<file path="config.mk">
export PLATFORM = sky130hd
export DESIGN_NAME = tbrc_top
export DESIGN_NICKNAME = d
export VERILOG_FILES = /design/src/common/tbrc_pkg.sv /design/src/logic/tbrc_top.sv
export SDC_FILE = /design/constraint.sdc
export NUM_CORES = 1
export LEC_CHECK = 0
export BUFFER_PORTS_ARGS = -buffer_cell sky130_fd_sc_hd__buf_4
export CAP_MARGIN = 20
export CORE_ASPECT_RATIO = 1.2
export CORE_MARGIN = 1.5
export CORE_UTILIZATION = 38
export DETAILED_ROUTE_END_ITERATION = 8
export GPL_ROUTABILITY_DRIVEN = 0
export PLACE_DENSITY = 0.63
export REMOVE_ABC_BUFFERS = 1
export SLEW_MARGIN = 20
export SYNTH_ARGS = -nofsm -noshare
export SYNTH_HDL_FRONTEND = slang
export SYNTH_SLANG_ARGS = --single-unit
</file>
<file path="constraint.sdc">
create_clock -name core_clk -period 2.68 [get_ports core_clk]
set_input_delay 0.134 -clock core_clk [delete_from_list [all_inputs] [get_ports core_clk]]
set_output_delay 0.134 -clock core_clk [all_outputs]
set_load 0.05 [all_outputs]
</file>
<file path="src/common/tbrc_pkg.sv">
// Purpose: constants for the timer b / timer c reload and control block
// Assumes: APB, 32-bit data, byte-wide registers in the low bits
// Notes: printed offsets are indices; byte address is four times the index
package tbrc_pkg;
   localparam logic [7:0] TBRC_IDX_B_RELOAD_HIGH = 8'h1A;
   localparam logic [7:0] TBRC_IDX_B_RELOAD_LOW = 8'h1B;
   localparam logic [7:0] TBRC_IDX_B_COUNT_HIGH = 8'h1C;
   localparam logic [7:0] TBRC_IDX_B_COUNT_LOW = 8'h1D;
   localparam logic [7:0] TBRC_IDX_C_CONTROL = 8'h1E;
   localparam logic [7:0] TBRC_IDX_C_RELOAD_HIGH = 8'h1F;
   localparam logic [7:0] TBRC_IDX_C_RELOAD_LOW = 8'h20;
   localparam logic [7:0] TBRC_IDX_B_CONTROL = 8'h30;
   localparam logic [7:0] TBRC_IDX_STATUS = 8'h31;
   localparam logic [7:0] TBRC_IDX_MASK = 8'h32;
   localparam logic [7:0] TBRC_IDX_C_COUNT_HIGH = 8'h33;
   localparam logic [7:0] TBRC_IDX_C_COUNT_LOW = 8'h34;
   localparam int TBRC_STOP_RX_BIT = 7;
   localparam int TBRC_START_HI = 5;
   localparam int TBRC_START_LO = 4;
   localparam int TBRC_AUTO_BIT = 3;
   localparam int TBRC_CLK_HI = 1;
   localparam int TBRC_CLK_LO = 0;
   localparam logic [7:0] TBRC_CONTROL_MASK = 8'hBB;
   localparam logic [1:0] TBRC_START_NONE = 2'h0;
   localparam logic [1:0] TBRC_START_EOT = 2'h1;
   localparam logic [1:0] TBRC_START_TRIM = 2'h2;
   localparam logic [1:0] TBRC_START_TRIM_UF = 2'h3;
   localparam logic [1:0] TBRC_CLK_FAST = 2'h0;
   localparam logic [1:0] TBRC_CLK_SLOW = 2'h1;
   localparam logic [1:0] TBRC_CLK_UF_A = 2'h2;
   localparam logic [1:0] TBRC_CLK_UF_OTHER = 2'h3;
   localparam logic [7:0] TBRC_RESET_BYTE = 8'h00;
   localparam logic [15:0] TBRC_RESET_COUNT = 16'h0000;
   localparam logic [2:0] TBRC_RX_STOP_BITS = 3'h4;
   localparam int TBRC_IRQ_B = 0;
   localparam int TBRC_IRQ_C = 1;
endpackage

</file>
<file path="src/logic/tbrc_top.sv">
// Purpose: second and third countdown timers with reload, control and irq
// Assumes: tick, event and receive inputs are pulses from core_clk logic
// Notes: pins trim_edge is asynchronous and is synchronised first
// How it works
// - on start, timer b loads reload high and low bytes as one value
// - reload writes never touch a running count, only the next start or auto-restart reload
// - on start, timer c loads its reload high and low bytes together
// - timer b count readable as high byte then low byte, read only
// - stop-on-receive halts timer c after the first four received bits
// - stop-on-receive ignored when start mode selects trimming
// - start mode: none, end of transmission, trimming, trimming with underflow
// - timer c auto-restart reloads after zero, else stops at zero
// - timer c underflow sets its sticky interrupt flag in every start mode except trimming without underflow
// - clock select: fast, slow, timer a underflow, the other timer's underflow
// - control byte: stop bit 7, start 5:4, restart 3, clock 1:0
// - reload bytes at consecutive addresses 1Ah/1Bh and 1Fh/20h
// - timer b auto-restart reloads after zero, flags underflow
module tbrc_top
   import tbrc_pkg::*;
(
   input wire logic core_clk,
   input wire logic rst_b,
   input wire logic psel,
   input wire logic penable,
   input wire logic pwrite,
   input wire logic [31:0] paddr,
   input wire logic [31:0] pwdata,
   output logic [31:0] prdata,
   output logic pready,
   output logic pslverr,
   input wire logic tick_fast,
   input wire logic tick_slow,
   input wire logic timer_a_underflow,
   input wire logic end_of_tx,
   input wire logic rx_bit,
   input wire logic rx_start,
   input wire logic trim_edge,
   output logic timer_b_underflow,
   output logic timer_c_underflow,
   output logic timer_b_running,
   output logic timer_c_running,
   output logic irq
);
   logic [7:0] b_rel_hi_reg, b_rel_lo_reg, c_rel_hi_reg, c_rel_lo_reg;
   logic [7:0] b_ctl_reg, c_ctl_reg;
   logic [1:0] status_reg, mask_reg;
   logic [15:0] b_cnt_reg, c_cnt_reg;
   logic b_run_reg, c_run_reg, b_uf_reg, c_uf_reg;
   logic [2:0] rx_cnt_reg;
   logic trim_s1_reg, trim_s2_reg, trim_d_reg;
   logic [7:0] idx;
   logic acc, wr, rd_ok;
   logic b_tick, c_tick, b_start, c_start, c_trim, trim_rise, c_rx_stop;

   assign idx = paddr[9:2];
   assign acc = psel && penable;
   assign wr = acc && pwrite;
   assign pready = 1'b1;
   always_comb begin
      rd_ok = 1'b1;
      case (idx)
         TBRC_IDX_B_RELOAD_HIGH, TBRC_IDX_B_RELOAD_LOW, TBRC_IDX_B_COUNT_HIGH,
         TBRC_IDX_B_COUNT_LOW, TBRC_IDX_C_CONTROL, TBRC_IDX_C_RELOAD_HIGH,
         TBRC_IDX_C_RELOAD_LOW, TBRC_IDX_B_CONTROL, TBRC_IDX_STATUS, TBRC_IDX_MASK,
         TBRC_IDX_C_COUNT_HIGH, TBRC_IDX_C_COUNT_LOW: rd_ok = 1'b1;
         default: rd_ok = 1'b0;
      endcase
   end
   assign pslverr = acc && (!rd_ok || (paddr[1:0] != 2'h0));

   // reload and control storage; reload writes only land in these bytes
   always_ff @(posedge core_clk or negedge rst_b) begin
      if (!rst_b) begin
         b_rel_hi_reg <= TBRC_RESET_BYTE;
         b_rel_lo_reg <= TBRC_RESET_BYTE;
         c_rel_hi_reg <= TBRC_RESET_BYTE;
         c_rel_lo_reg <= TBRC_RESET_BYTE;
         b_ctl_reg <= TBRC_RESET_BYTE;
         c_ctl_reg <= TBRC_RESET_BYTE;
         mask_reg <= 2'h0;
      end else if (wr && !pslverr) begin
         case (idx)
            TBRC_IDX_B_RELOAD_HIGH: b_rel_hi_reg <= pwdata[7:0];
            TBRC_IDX_B_RELOAD_LOW: b_rel_lo_reg <= pwdata[7:0];
            TBRC_IDX_C_RELOAD_HIGH: c_rel_hi_reg <= pwdata[7:0];
            TBRC_IDX_C_RELOAD_LOW: c_rel_lo_reg <= pwdata[7:0];
            TBRC_IDX_C_CONTROL: c_ctl_reg <= pwdata[7:0] & TBRC_CONTROL_MASK;
            TBRC_IDX_B_CONTROL: b_ctl_reg <= pwdata[7:0] & TBRC_CONTROL_MASK;
            TBRC_IDX_MASK: mask_reg <= pwdata[1:0];
            default: mask_reg <= mask_reg;
         endcase
      end
   end

   always_ff @(posedge core_clk or negedge rst_b) begin
      if (!rst_b) begin
         prdata <= 32'h0000_0000;
      end else if (psel && !penable && !pwrite) begin
         case (paddr[9:2])
            TBRC_IDX_B_RELOAD_HIGH: prdata <= {24'h00_0000, b_rel_hi_reg};
            TBRC_IDX_B_RELOAD_LOW: prdata <= {24'h00_0000, b_rel_lo_reg};
            TBRC_IDX_B_COUNT_HIGH: prdata <= {24'h00_0000, b_cnt_reg[15:8]};
            TBRC_IDX_B_COUNT_LOW: prdata <= {24'h00_0000, b_cnt_reg[7:0]};
            TBRC_IDX_C_CONTROL: prdata <= {24'h00_0000, c_ctl_reg};
            TBRC_IDX_C_RELOAD_HIGH: prdata <= {24'h00_0000, c_rel_hi_reg};
            TBRC_IDX_C_RELOAD_LOW: prdata <= {24'h00_0000, c_rel_lo_reg};
            TBRC_IDX_B_CONTROL: prdata <= {24'h00_0000, b_ctl_reg};
            TBRC_IDX_STATUS: prdata <= {30'h0000_0000, status_reg};
            TBRC_IDX_MASK: prdata <= {30'h0000_0000, mask_reg};
            TBRC_IDX_C_COUNT_HIGH: prdata <= {24'h00_0000, c_cnt_reg[15:8]};
            TBRC_IDX_C_COUNT_LOW: prdata <= {24'h00_0000, c_cnt_reg[7:0]};
            default: prdata <= 32'h0000_0000;
         endcase
      end
   end

   // trim edge arrives from the oscillator domain
   always_ff @(posedge core_clk or negedge rst_b) begin
      if (!rst_b) begin
         trim_s1_reg <= 1'b0;
         trim_s2_reg <= 1'b0;
         trim_d_reg <= 1'b0;
      end else begin
         trim_s1_reg <= trim_edge;
         trim_s2_reg <= trim_s1_reg;
         trim_d_reg <= trim_s2_reg;
      end
   end
   assign trim_rise = trim_s2_reg && !trim_d_reg;

   function automatic logic tbrc_sel(input logic [1:0] s, input logic f, input logic sl,
                                     input logic ua, input logic uo);
      case (s)
         TBRC_CLK_FAST: tbrc_sel = f;
         TBRC_CLK_SLOW: tbrc_sel = sl;
         TBRC_CLK_UF_A: tbrc_sel = ua;
         default: tbrc_sel = uo;
      endcase
   endfunction

   // timer c's "other" is timer b; timer b's "other" is timer c
   assign b_tick = tbrc_sel(b_ctl_reg[TBRC_CLK_HI:TBRC_CLK_LO], tick_fast, tick_slow,
                            timer_a_underflow, c_uf_reg);
   assign c_tick = tbrc_sel(c_ctl_reg[TBRC_CLK_HI:TBRC_CLK_LO], tick_fast, tick_slow,
                            timer_a_underflow, b_uf_reg);

   assign b_start = (b_ctl_reg[TBRC_START_HI:TBRC_START_LO] == TBRC_START_EOT) && end_of_tx;
   assign c_trim = c_ctl_reg[TBRC_START_HI];
   assign c_start = ((c_ctl_reg[TBRC_START_HI:TBRC_START_LO] == TBRC_START_EOT) && end_of_tx)
                    || (c_trim && trim_rise && !c_run_reg);

   // timer b
   always_ff @(posedge core_clk or negedge rst_b) begin
      if (!rst_b) begin
         b_cnt_reg <= TBRC_RESET_COUNT;
         b_run_reg <= 1'b0;
         b_uf_reg <= 1'b0;
      end else begin
         b_uf_reg <= 1'b0;
         if (b_start) begin
            b_cnt_reg <= {b_rel_hi_reg, b_rel_lo_reg};
            b_run_reg <= 1'b1;
         end else if (b_run_reg && b_tick) begin
            if (b_cnt_reg == TBRC_RESET_COUNT) begin
               b_uf_reg <= 1'b1;
               if (b_ctl_reg[TBRC_AUTO_BIT]) begin
                  b_cnt_reg <= {b_rel_hi_reg, b_rel_lo_reg};
               end else begin
                  b_run_reg <= 1'b0;
               end
            end else begin
               b_cnt_reg <= b_cnt_reg - 16'h0001;
            end
         end
      end
   end

   // receive bit counter for the early stop
   always_ff @(posedge core_clk or negedge rst_b) begin
      if (!rst_b) begin
         rx_cnt_reg <= 3'h0;
      end else if (rx_start) begin
         rx_cnt_reg <= 3'h0;
      end else if (rx_bit && rx_cnt_reg != TBRC_RX_STOP_BITS) begin
         rx_cnt_reg <= rx_cnt_reg + 3'h1;
      end
   end
   assign c_rx_stop = c_ctl_reg[TBRC_STOP_RX_BIT] && !c_trim && rx_bit
                      && (rx_cnt_reg == TBRC_RX_STOP_BITS - 3'h1);

   // timer c; a trimming edge while running stops it
   always_ff @(posedge core_clk or negedge rst_b) begin
      if (!rst_b) begin
         c_cnt_reg <= TBRC_RESET_COUNT;
         c_run_reg <= 1'b0;
         c_uf_reg <= 1'b0;
      end else begin
         c_uf_reg <= 1'b0;
         if (c_start) begin
            c_cnt_reg <= {c_rel_hi_reg, c_rel_lo_reg};
            c_run_reg <= 1'b1;
         end else if (c_rx_stop || (c_trim && trim_rise && c_run_reg)) begin
            c_run_reg <= 1'b0;
         end else if (c_run_reg && c_tick) begin
            if (c_cnt_reg == TBRC_RESET_COUNT) begin
               // trimming without underflow never reports; auto-restart still reloads
               if (c_ctl_reg[TBRC_START_HI:TBRC_START_LO] != TBRC_START_TRIM) begin
                  c_uf_reg <= 1'b1;
               end
               if (c_ctl_reg[TBRC_AUTO_BIT]) begin
                  c_cnt_reg <= {c_rel_hi_reg, c_rel_lo_reg};
               end else begin
                  c_run_reg <= 1'b0;
               end
            end else begin
               c_cnt_reg <= c_cnt_reg - 16'h0001;
            end
         end
      end
   end

   // sticky flags: a set in the clearing cycle wins
   always_ff @(posedge core_clk or negedge rst_b) begin
      if (!rst_b) begin
         status_reg <= 2'h0;
      end else begin
         for (int i = 0; i < 2; i++) begin
            if ((i == TBRC_IRQ_B) ? b_uf_reg : c_uf_reg) begin
               status_reg[i] <= 1'b1;
            end else if (wr && idx == TBRC_IDX_STATUS && pwdata[i]) begin
               status_reg[i] <= 1'b0;
            end
         end
      end
   end

   assign irq = |(status_reg & mask_reg);
   assign timer_b_underflow = b_uf_reg;
   assign timer_c_underflow = c_uf_reg;
   assign timer_b_running = b_run_reg;
   assign timer_c_running = c_run_reg;

   AST_B_LOAD: assert property (@(posedge core_clk) disable iff (!rst_b)
      b_start |=> b_cnt_reg == $past({b_rel_hi_reg, b_rel_lo_reg}))
      else $error("timer b did not load reload value");
   AST_B_RELOAD_HOLD: assert property (@(posedge core_clk) disable iff (!rst_b)
      (wr && idx == TBRC_IDX_B_RELOAD_LOW && b_run_reg && !b_start && !b_tick)
      |=> b_cnt_reg == $past(b_cnt_reg))
      else $error("reload write disturbed timer b");
   AST_C_LOAD: assert property (@(posedge core_clk) disable iff (!rst_b)
      c_start |=> c_cnt_reg == $past({c_rel_hi_reg, c_rel_lo_reg}) && c_run_reg)
      else $error("timer c did not load reload value");
   AST_B_READ: assert property (@(posedge core_clk) disable iff (!rst_b)
      (psel && !penable && !pwrite && idx == TBRC_IDX_B_COUNT_LOW)
      |=> prdata[7:0] == $past(b_cnt_reg[7:0]))
      else $error("timer b low count read wrong");
   AST_C_RX_STOP: assert property (@(posedge core_clk) disable iff (!rst_b)
      (c_rx_stop && !c_start) |=> !c_run_reg)
      else $error("timer c did not stop after four bits");
   AST_C_TRIM_IGNORE: assert property (@(posedge core_clk) disable iff (!rst_b)
      c_trim |-> !c_rx_stop)
      else $error("stop on receive active in trimming");
   AST_C_ONE_SHOT: assert property (@(posedge core_clk) disable iff (!rst_b)
      (c_run_reg && c_tick && c_cnt_reg == 16'h0000 && !c_ctl_reg[TBRC_AUTO_BIT]
       && !c_start && !c_rx_stop && !(c_trim && trim_rise)) |=> !c_run_reg)
      else $error("timer c did not stop at zero");
   AST_C_FLAG: assert property (@(posedge core_clk) disable iff (!rst_b)
      c_uf_reg |=> status_reg[TBRC_IRQ_C])
      else $error("timer c flag not set");
   AST_B_RESTART: assert property (@(posedge core_clk) disable iff (!rst_b)
      (b_run_reg && b_tick && b_cnt_reg == 16'h0000 && b_ctl_reg[TBRC_AUTO_BIT] && !b_start)
      |=> b_run_reg && b_uf_reg)
      else $error("timer b did not restart");
   AST_B_DEC: assert property (@(posedge core_clk) disable iff (!rst_b)
      (b_run_reg && b_tick && !b_start && b_cnt_reg != 16'h0000)
      |=> b_cnt_reg == $past(b_cnt_reg) - 16'h0001)
      else $error("timer b did not decrement");
   AST_B_FLAG: assert property (@(posedge core_clk) disable iff (!rst_b)
      b_uf_reg |=> status_reg[TBRC_IRQ_B])
      else $error("timer b flag not set");
   AST_B_ONE_SHOT: assert property (@(posedge core_clk) disable iff (!rst_b)
      (b_run_reg && b_tick && b_cnt_reg == 16'h0000 && !b_ctl_reg[TBRC_AUTO_BIT] && !b_start)
      |=> !b_run_reg && b_uf_reg)
      else $error("timer b did not stop at zero");
   AST_C_DEC: assert property (@(posedge core_clk) disable iff (!rst_b)
      (c_run_reg && c_tick && !c_start && !c_rx_stop && !(c_trim && trim_rise)
       && c_cnt_reg != 16'h0000) |=> c_cnt_reg == $past(c_cnt_reg) - 16'h0001)
      else $error("timer c did not decrement");
   AST_C_TRIM_STOP: assert property (@(posedge core_clk) disable iff (!rst_b)
      (c_trim && trim_rise && c_run_reg && !c_start) |=> !c_run_reg)
      else $error("timer c not stopped by trimming edge");
   AST_C_TRIM_NO_UF: assert property (@(posedge core_clk) disable iff (!rst_b)
      (c_ctl_reg[TBRC_START_HI:TBRC_START_LO] == TBRC_START_TRIM) |=> !c_uf_reg)
      else $error("timer c underflow in trimming without underflow");
   AST_CTL_RSVD: assert property (@(posedge core_clk) disable iff (!rst_b)
      (c_ctl_reg & ~TBRC_CONTROL_MASK) == 8'h00)
      else $error("reserved control bits set");
   COV_C_TRIM: cover property (@(posedge core_clk) disable iff (!rst_b) c_trim && trim_rise);
   COV_B_UF: cover property (@(posedge core_clk) disable iff (!rst_b) b_uf_reg);
   COV_C_RX: cover property (@(posedge core_clk) disable iff (!rst_b) c_rx_stop && c_run_reg);
   COV_IRQ: cover property (@(posedge core_clk) disable iff (!rst_b) irq);
endmodule

</file>
Word-level counts from Yosys, hierarchy flattened
Index checks and enable logic that the tools add are counted.
{"block": "word_totals", "register_bits": 122, "output_inout_bits": 39}
{"block": "classes", "mux": 36, "n_eq_ne": 26, "reduce_logical": 57, "add_sub_neg": 3, "n_bitwise": 1}
{"cell": "16-bit 2-to-1 mux", "n": 9}
{"cell": "8-bit one-hot mux with 12 select lines", "n": 1}
{"cell": "8-bit by 5-bit == test with 1-bit output (second input constant)", "n": 6}
{"cell": "8-bit by 6-bit == test with 1-bit output (second input constant)", "n": 6}
{"cell": "16-bit zero test", "n": 2}
{"cell": "16-bit by 1-bit subtractor with 16-bit output (second input constant)", "n": 2}
{"cell": "1-bit 2-to-1 mux", "n": 22}
{"cell": "1-bit logical AND", "n": 21}
{"cell": "2-bit AND reduction", "n": 8}
{"cell": "2-bit nonzero test", "n": 7}
{"cell": "12-bit OR reduction", "n": 1}
{"cell": "3-bit != test (second input constant)", "n": 3}
{"cell": "3-bit AND reduction", "n": 3}
{"cell": "2-bit by 1-bit == test with 1-bit output (second input constant)", "n": 4}
{"cell": "1-bit zero test", "n": 7}
{"cell": "3-bit 2-to-1 mux", "n": 2}
{"cell": "1-bit one-hot mux with 3 select lines", "n": 2}
{"cell": "3-bit nonzero test", "n": 2}
{"cell": "2-bit == test (second input constant)", "n": 2}
{"cell": "2-bit zero test", "n": 2}
{"cell": "2-bit != test (second input constant)", "n": 2}
{"cell": "3-bit by 1-bit adder with 3-bit output (second input constant)", "n": 1}
{"cell": "3-bit by 2-bit == test with 1-bit output (second input constant)", "n": 1}
{"cell": "1-bit logical OR", "n": 3}
{"cell": "other kinds (4)", "n": 4}

Depth between registers and ports, before layout
{"block": "logic_depth", "word_depth": 9, "ltp_mapped": 9}

Worst setup path after synthesis
No wires, ideal clock.
{"block": "synth_timing", "path_kind": "register to register", "start": "register b_cnt_reg[6]", "end": "register b_cnt_reg[15]", "path_slack_ns": 0.429, "n_path_buf": 2, "t_arrival_ns": 2.128, "path_stages_with_launch": 8, "cell_sequence": "dfrtp_1 -> buf_6 -> or4_4 -> buf_6 -> or4_4 -> a2111oi_4 -> nor2_1 -> a211o_1"}
{"block": "synth_between", "elab_chain_len": 4, "word_cells_on_any_way": 7, "classes_between": "add/sub (1); eq/ne (1); mux (3); reduce/logical (2)"}
{"item": "from (decl)", "line": "tbrc_top.sv:47", "source": "logic [15:0] b_cnt_reg, c_cnt_reg;"}
{"item": "from (signal assigned)", "line": "tbrc_top.sv:161", "source": "b_cnt_reg <= {b_rel_hi_reg, b_rel_lo_reg};"}
{"item": "from (signal assigned)", "line": "tbrc_top.sv:167", "source": "b_cnt_reg <= {b_rel_hi_reg, b_rel_lo_reg};"}
{"item": "from (signal assigned)", "line": "tbrc_top.sv:172", "source": "b_cnt_reg <= b_cnt_reg - 16'h0001;"}
{"item": "16-bit by 1-bit subtractor with 16-bit output / 16-bit zero test (equally long branches)", "line": "tbrc_top.sv:172, tbrc_top.sv:164"}
{"item": "16-bit 2-to-1 mux", "line": "tbrc_top.sv:164", "source": "if (b_cnt_reg == TBRC_RESET_COUNT) begin"}
{"item": "16-bit 2-to-1 mux", "line": "tbrc_top.sv:163", "source": "end else if (b_run_reg && b_tick) begin"}
{"item": "16-bit 2-to-1 mux", "line": "tbrc_top.sv:160", "source": "if (b_start) begin"}
Several ways; a longest one is shown, not always the timed one. The select of a mux whose other input is x is not followed.
A chain may end at the register's enable or synchronous reset.

Final worst setup path
{"block": "layout_timing", "start": "register c_cnt_reg[8]", "end": "register c_cnt_reg[0]"}
{"block": "layout_between", "elab_chain_len": 5, "word_cells_on_any_way": 7, "classes_between": "eq/ne (1); mux (4); reduce/logical (2)"}
{"item": "from (decl)", "line": "tbrc_top.sv:47"}
{"item": "from (signal assigned)", "line": "tbrc_top.sv:200", "source": "c_cnt_reg <= {c_rel_hi_reg, c_rel_lo_reg};"}
{"item": "from (signal assigned)", "line": "tbrc_top.sv:211", "source": "c_cnt_reg <= {c_rel_hi_reg, c_rel_lo_reg};"}
{"item": "from (signal assigned)", "line": "tbrc_top.sv:216", "source": "c_cnt_reg <= c_cnt_reg - 16'h0001;"}
{"item": "16-bit zero test (*)", "line": "tbrc_top.sv:205", "source": "if (c_cnt_reg == TBRC_RESET_COUNT) begin"}
{"item": "16-bit 2-to-1 mux", "line": "tbrc_top.sv:205"}
{"item": "16-bit 2-to-1 mux", "line": "tbrc_top.sv:204", "source": "end else if (c_run_reg && c_tick) begin"}
{"item": "16-bit 2-to-1 mux", "line": "tbrc_top.sv:202", "source": "end else if (c_rx_stop || (c_trim && trim_rise && c_run_reg)) begin"}
{"item": "16-bit 2-to-1 mux", "line": "tbrc_top.sv:199", "source": "if (c_start) begin"}
Every way passes the cells marked *; elsewhere a longest branch is shown, timed or not. The select of a mux whose other input is x is not followed.

==> metrics.md <==
| Metric | Value |
|---|---|
| Worst hold stages | `2` |
| RSZ-0062 raised after global routing | `no` |
| Post-synth EDFFs | `0` |
| Worst VDD drop | `between 300 and 400 uV` |
| Clock Skews | `8.04 ps` |
| Global route total overflow | `0` |
| Max incr delay on CP | `660 ps` |
| PwrDens | `roughly 530 nW/um^2` |
| DRT iter0 DRCs | `540` |
| Die height | `about 140 um` |
| Diodes inserted | `0` |
| Worst Reg-to-Reg Cells | `6` |
| GRT Resource Usage Total | `0.218` |
| MaxCap Viol Count | `0` |
| Seq/Total Area, Yosys | `0.411` |
| Initial antenna violation count | `0` |
| Tcrit/Tclk final | `0.908` |
| Routed WL | `17600 um` |
| I/O Buffers | `43` |
| Synth-to-layout area growth | `14.5%` |
| DRT Pass-1 Iters | `7` |
| Crit start category | `flop` |
| Number of synthesis warnings | `0` |
| Ys flop type | `dfrtp_1` |
| Rows | `50` |
| CTS max path bufs | `2` |
| CTS tree | `built` |
| Gate Count Post-Synth | `around 590` |
| Total power | `3600 uW` |
| Initial core utilization | `0.386` |
| Finished Layout Cells | `852` |
| Area of the mapped netlist | `5970 um^2` |
| IO Pins | `115` |
| Post-route DRC | `0` |
| Commonest non-fill, non-tap cell in the layout | `dfrtp_1` |
| Largest net degree at the start of global routing | `60` |
| Largest cells by area after synthesis | `dfrtp_1 41%, mux2_2 10%, buf_4 3.4%` |
| Clock Latency Late Sink | `350 ps` |
| H-tree lvl count | `3` |
| # setup viols final | `0` |
| CTS root buffer | `clkbuf_16` |
| Routed WL per cell | `a little over 20 um` |
| FMAX | `411 MHz` |
| Yosys top cell by area | `dfrtp_1` |
| Setup TNS | `0 ps` |
| Period minus WS final | `about 2400 ps` |
| Slew Viols, Final | `0` |
| Crit-path slowest cell | `nor4_1` |
| Vias in the first global route | `5081` |
| Via count | `5034` |
| Hold Vio Cnt, Final | `0` |
| Outcome | `finished, final reports clean` |
| Unique masters post-synth | `between 70 and 80` |
| Post-DR vias/cell | `5.91` |
| Placed Instances | `833` |
| Least-Margin Pin Slew | `833 ps` |
| Async set-reset flop share out of synthesis | `1.00` |
| Most frequent cells in the layout | `98 x dfrtp_1, 67 x buf_4, 53 x mux2_2` |
| Net count, final | `722` |
| Num CTS Buffers | `9` |
| CP required | `between 2000 and 3000 ps` |
| Share of layout cells above drive strength 1 | `0.252` |
| Hold Crit Class | `primary input to flop` |
| Yosys reg bits | `98` |
| Die Width | `roughly 120 um` |
| Rel. slew slack | `0.439` |
| Crit. End Element | `flop` |
| Yosys top cell area share | `0.411` |
| First-pass GRT wire length | `28000 um` |
| Crit-path cells | `nor4_1 > nand4_2 > nand2_1 > buf_4 > a21oi_1 > a221oi_1` |
| Die area | `16500 um^2` |
| P_leak | `0.00297 uW` |
| Clock Sinks | `98` |
| Core box area | `15500 um^2` |
| Final ANT Viol Nets | `0` |
| CP Max Fanout | `8` |
| Syn_area_per_cell | `~10 um^2` |
| Worst-path clk slew | `70 ps` |
| Crit path DAT | `approximately 2700 ps` |
| Setup CP Type | `flop to flop` |
| Final HPWL DP | `13300 um` |
==> final timing paths <==
kind	end	start	slack, ps
setup / recovery	c_cnt_reg[0]$_DFFE_PN0P_	c_cnt_reg[8]$_DFFE_PN0P_	250
hold / removal	c_rel_lo_reg[2]$_DFFE_PN0P_	pwdata[2]	50
setup reg to reg	c_cnt_reg[0]$_DFFE_PN0P_	c_cnt_reg[8]$_DFFE_PN0P_	250
hold reg to reg	trim_s2_reg$_DFF_PN0_	trim_s1_reg$_DFF_PN0_	370
max in group asynchronous	c_cnt_reg[4]$_DFFE_PN0P_	rst_b	1670
min in group asynchronous	timer_b_running$_DFFE_PN0P_	rst_b	310
==> layer usage <==
metal	GRT usage	vias up	wire length [um]
li1	-	2303	-
met4	0.0981	0	668
met3	0.0342	44	768
met2	0.385	185	9020
met1	0.261	2502	7150
met5	0	-	0
==> power breakdown <==
group	internal (uW)	total, uW	switching (uW)
logic	206	566	360
clock network	743	1370	625
registers	1550	1670	116
total	2500	3600	1100
==> kinds of logic (layout without fill, tap and decap cells) <==
group / count (synthesis) / after routing / share of synthesized area
AO/OA/AOI/OAI: 155 / 155 / 0.182
XOR/XNOR: 1 / 1 / 0.00147
adder cells (fa/ha/maj): 7 / 7 / 0.0147
buffers and inverters: 76 / 104 / 0.0696
flip-flops: 98 / 98 / 0.411
multiplexers: 76 / 76 / 0.149
other: 2 / 25 / 0.00126
AND/OR/NAND/NOR: 178 / 178 / 0.171
==> cell usage after synthesis, types with 7 or more instances <==
master,number
a211oi_1,7
a21oi_1,27
a22oi_1,11
buf_2,11
buf_4,27
clkbuf_1,17
dfrtp_1,98
ha_1,7
inv_1,17
mux2_2,53
mux2i_1,18
nand2_1,32
nand3_1,21
nor2_1,31
nor3_1,19
nor4_1,14
o211ai_1,10
o21ai_0,30
o2bb2ai_1,9
or3_1,7
==> area by class of cell <==
class / instances / area, um^2
clock buffers: 9 / 225
clock inverters: 7 / 83.8
fillers: 1510 / 8620
inverters: 17 / 63.8
multi-input cells: 442 / 3200
flip-flops and latches: 98 / 2450
well taps: 208 / 260
repair buffers: 71 / 553
==> stage by stage <==
| stage | util | cell area (um^2) | setup slack, ps | hold WS [ps] |
|---|---|---|---|---|
| after detailed placement | 0.420 | 6490 | 98.4 | 161 |
| after global routing | 0.442 | 6830 | 10.2 | 54.2 |
| after CTS | 0.442 | 6830 | 76.2 | 44.2 |
| after floorplan | - | 5700 | 172 | -162 |
| after global placement | 0.420 | 6490 | 147 | 155 |
| final | 0.442 | 6830 | 248 | 54.0 |
==> critical path: cells and delay by family, from the launching register on <==
kind | cells | cell delay (ps)
AOI/OAI and AO/OA | 2 | 310
and+or+nand+nor | 3 | 1320
DFF | 1 | 470
buffers and inverters | 1 | 210
==> timing repair <==
item | 4_1_cts | 5_1_grt
setup buffers | 0 | 0
hold buffers | 3 | 0
resized for setup | 0 | 1
hold endpoints to repair | 43 | 0
setup endpoints to repair | 0 | 3
Note: power is estimated with default switching activity, not from simulation.
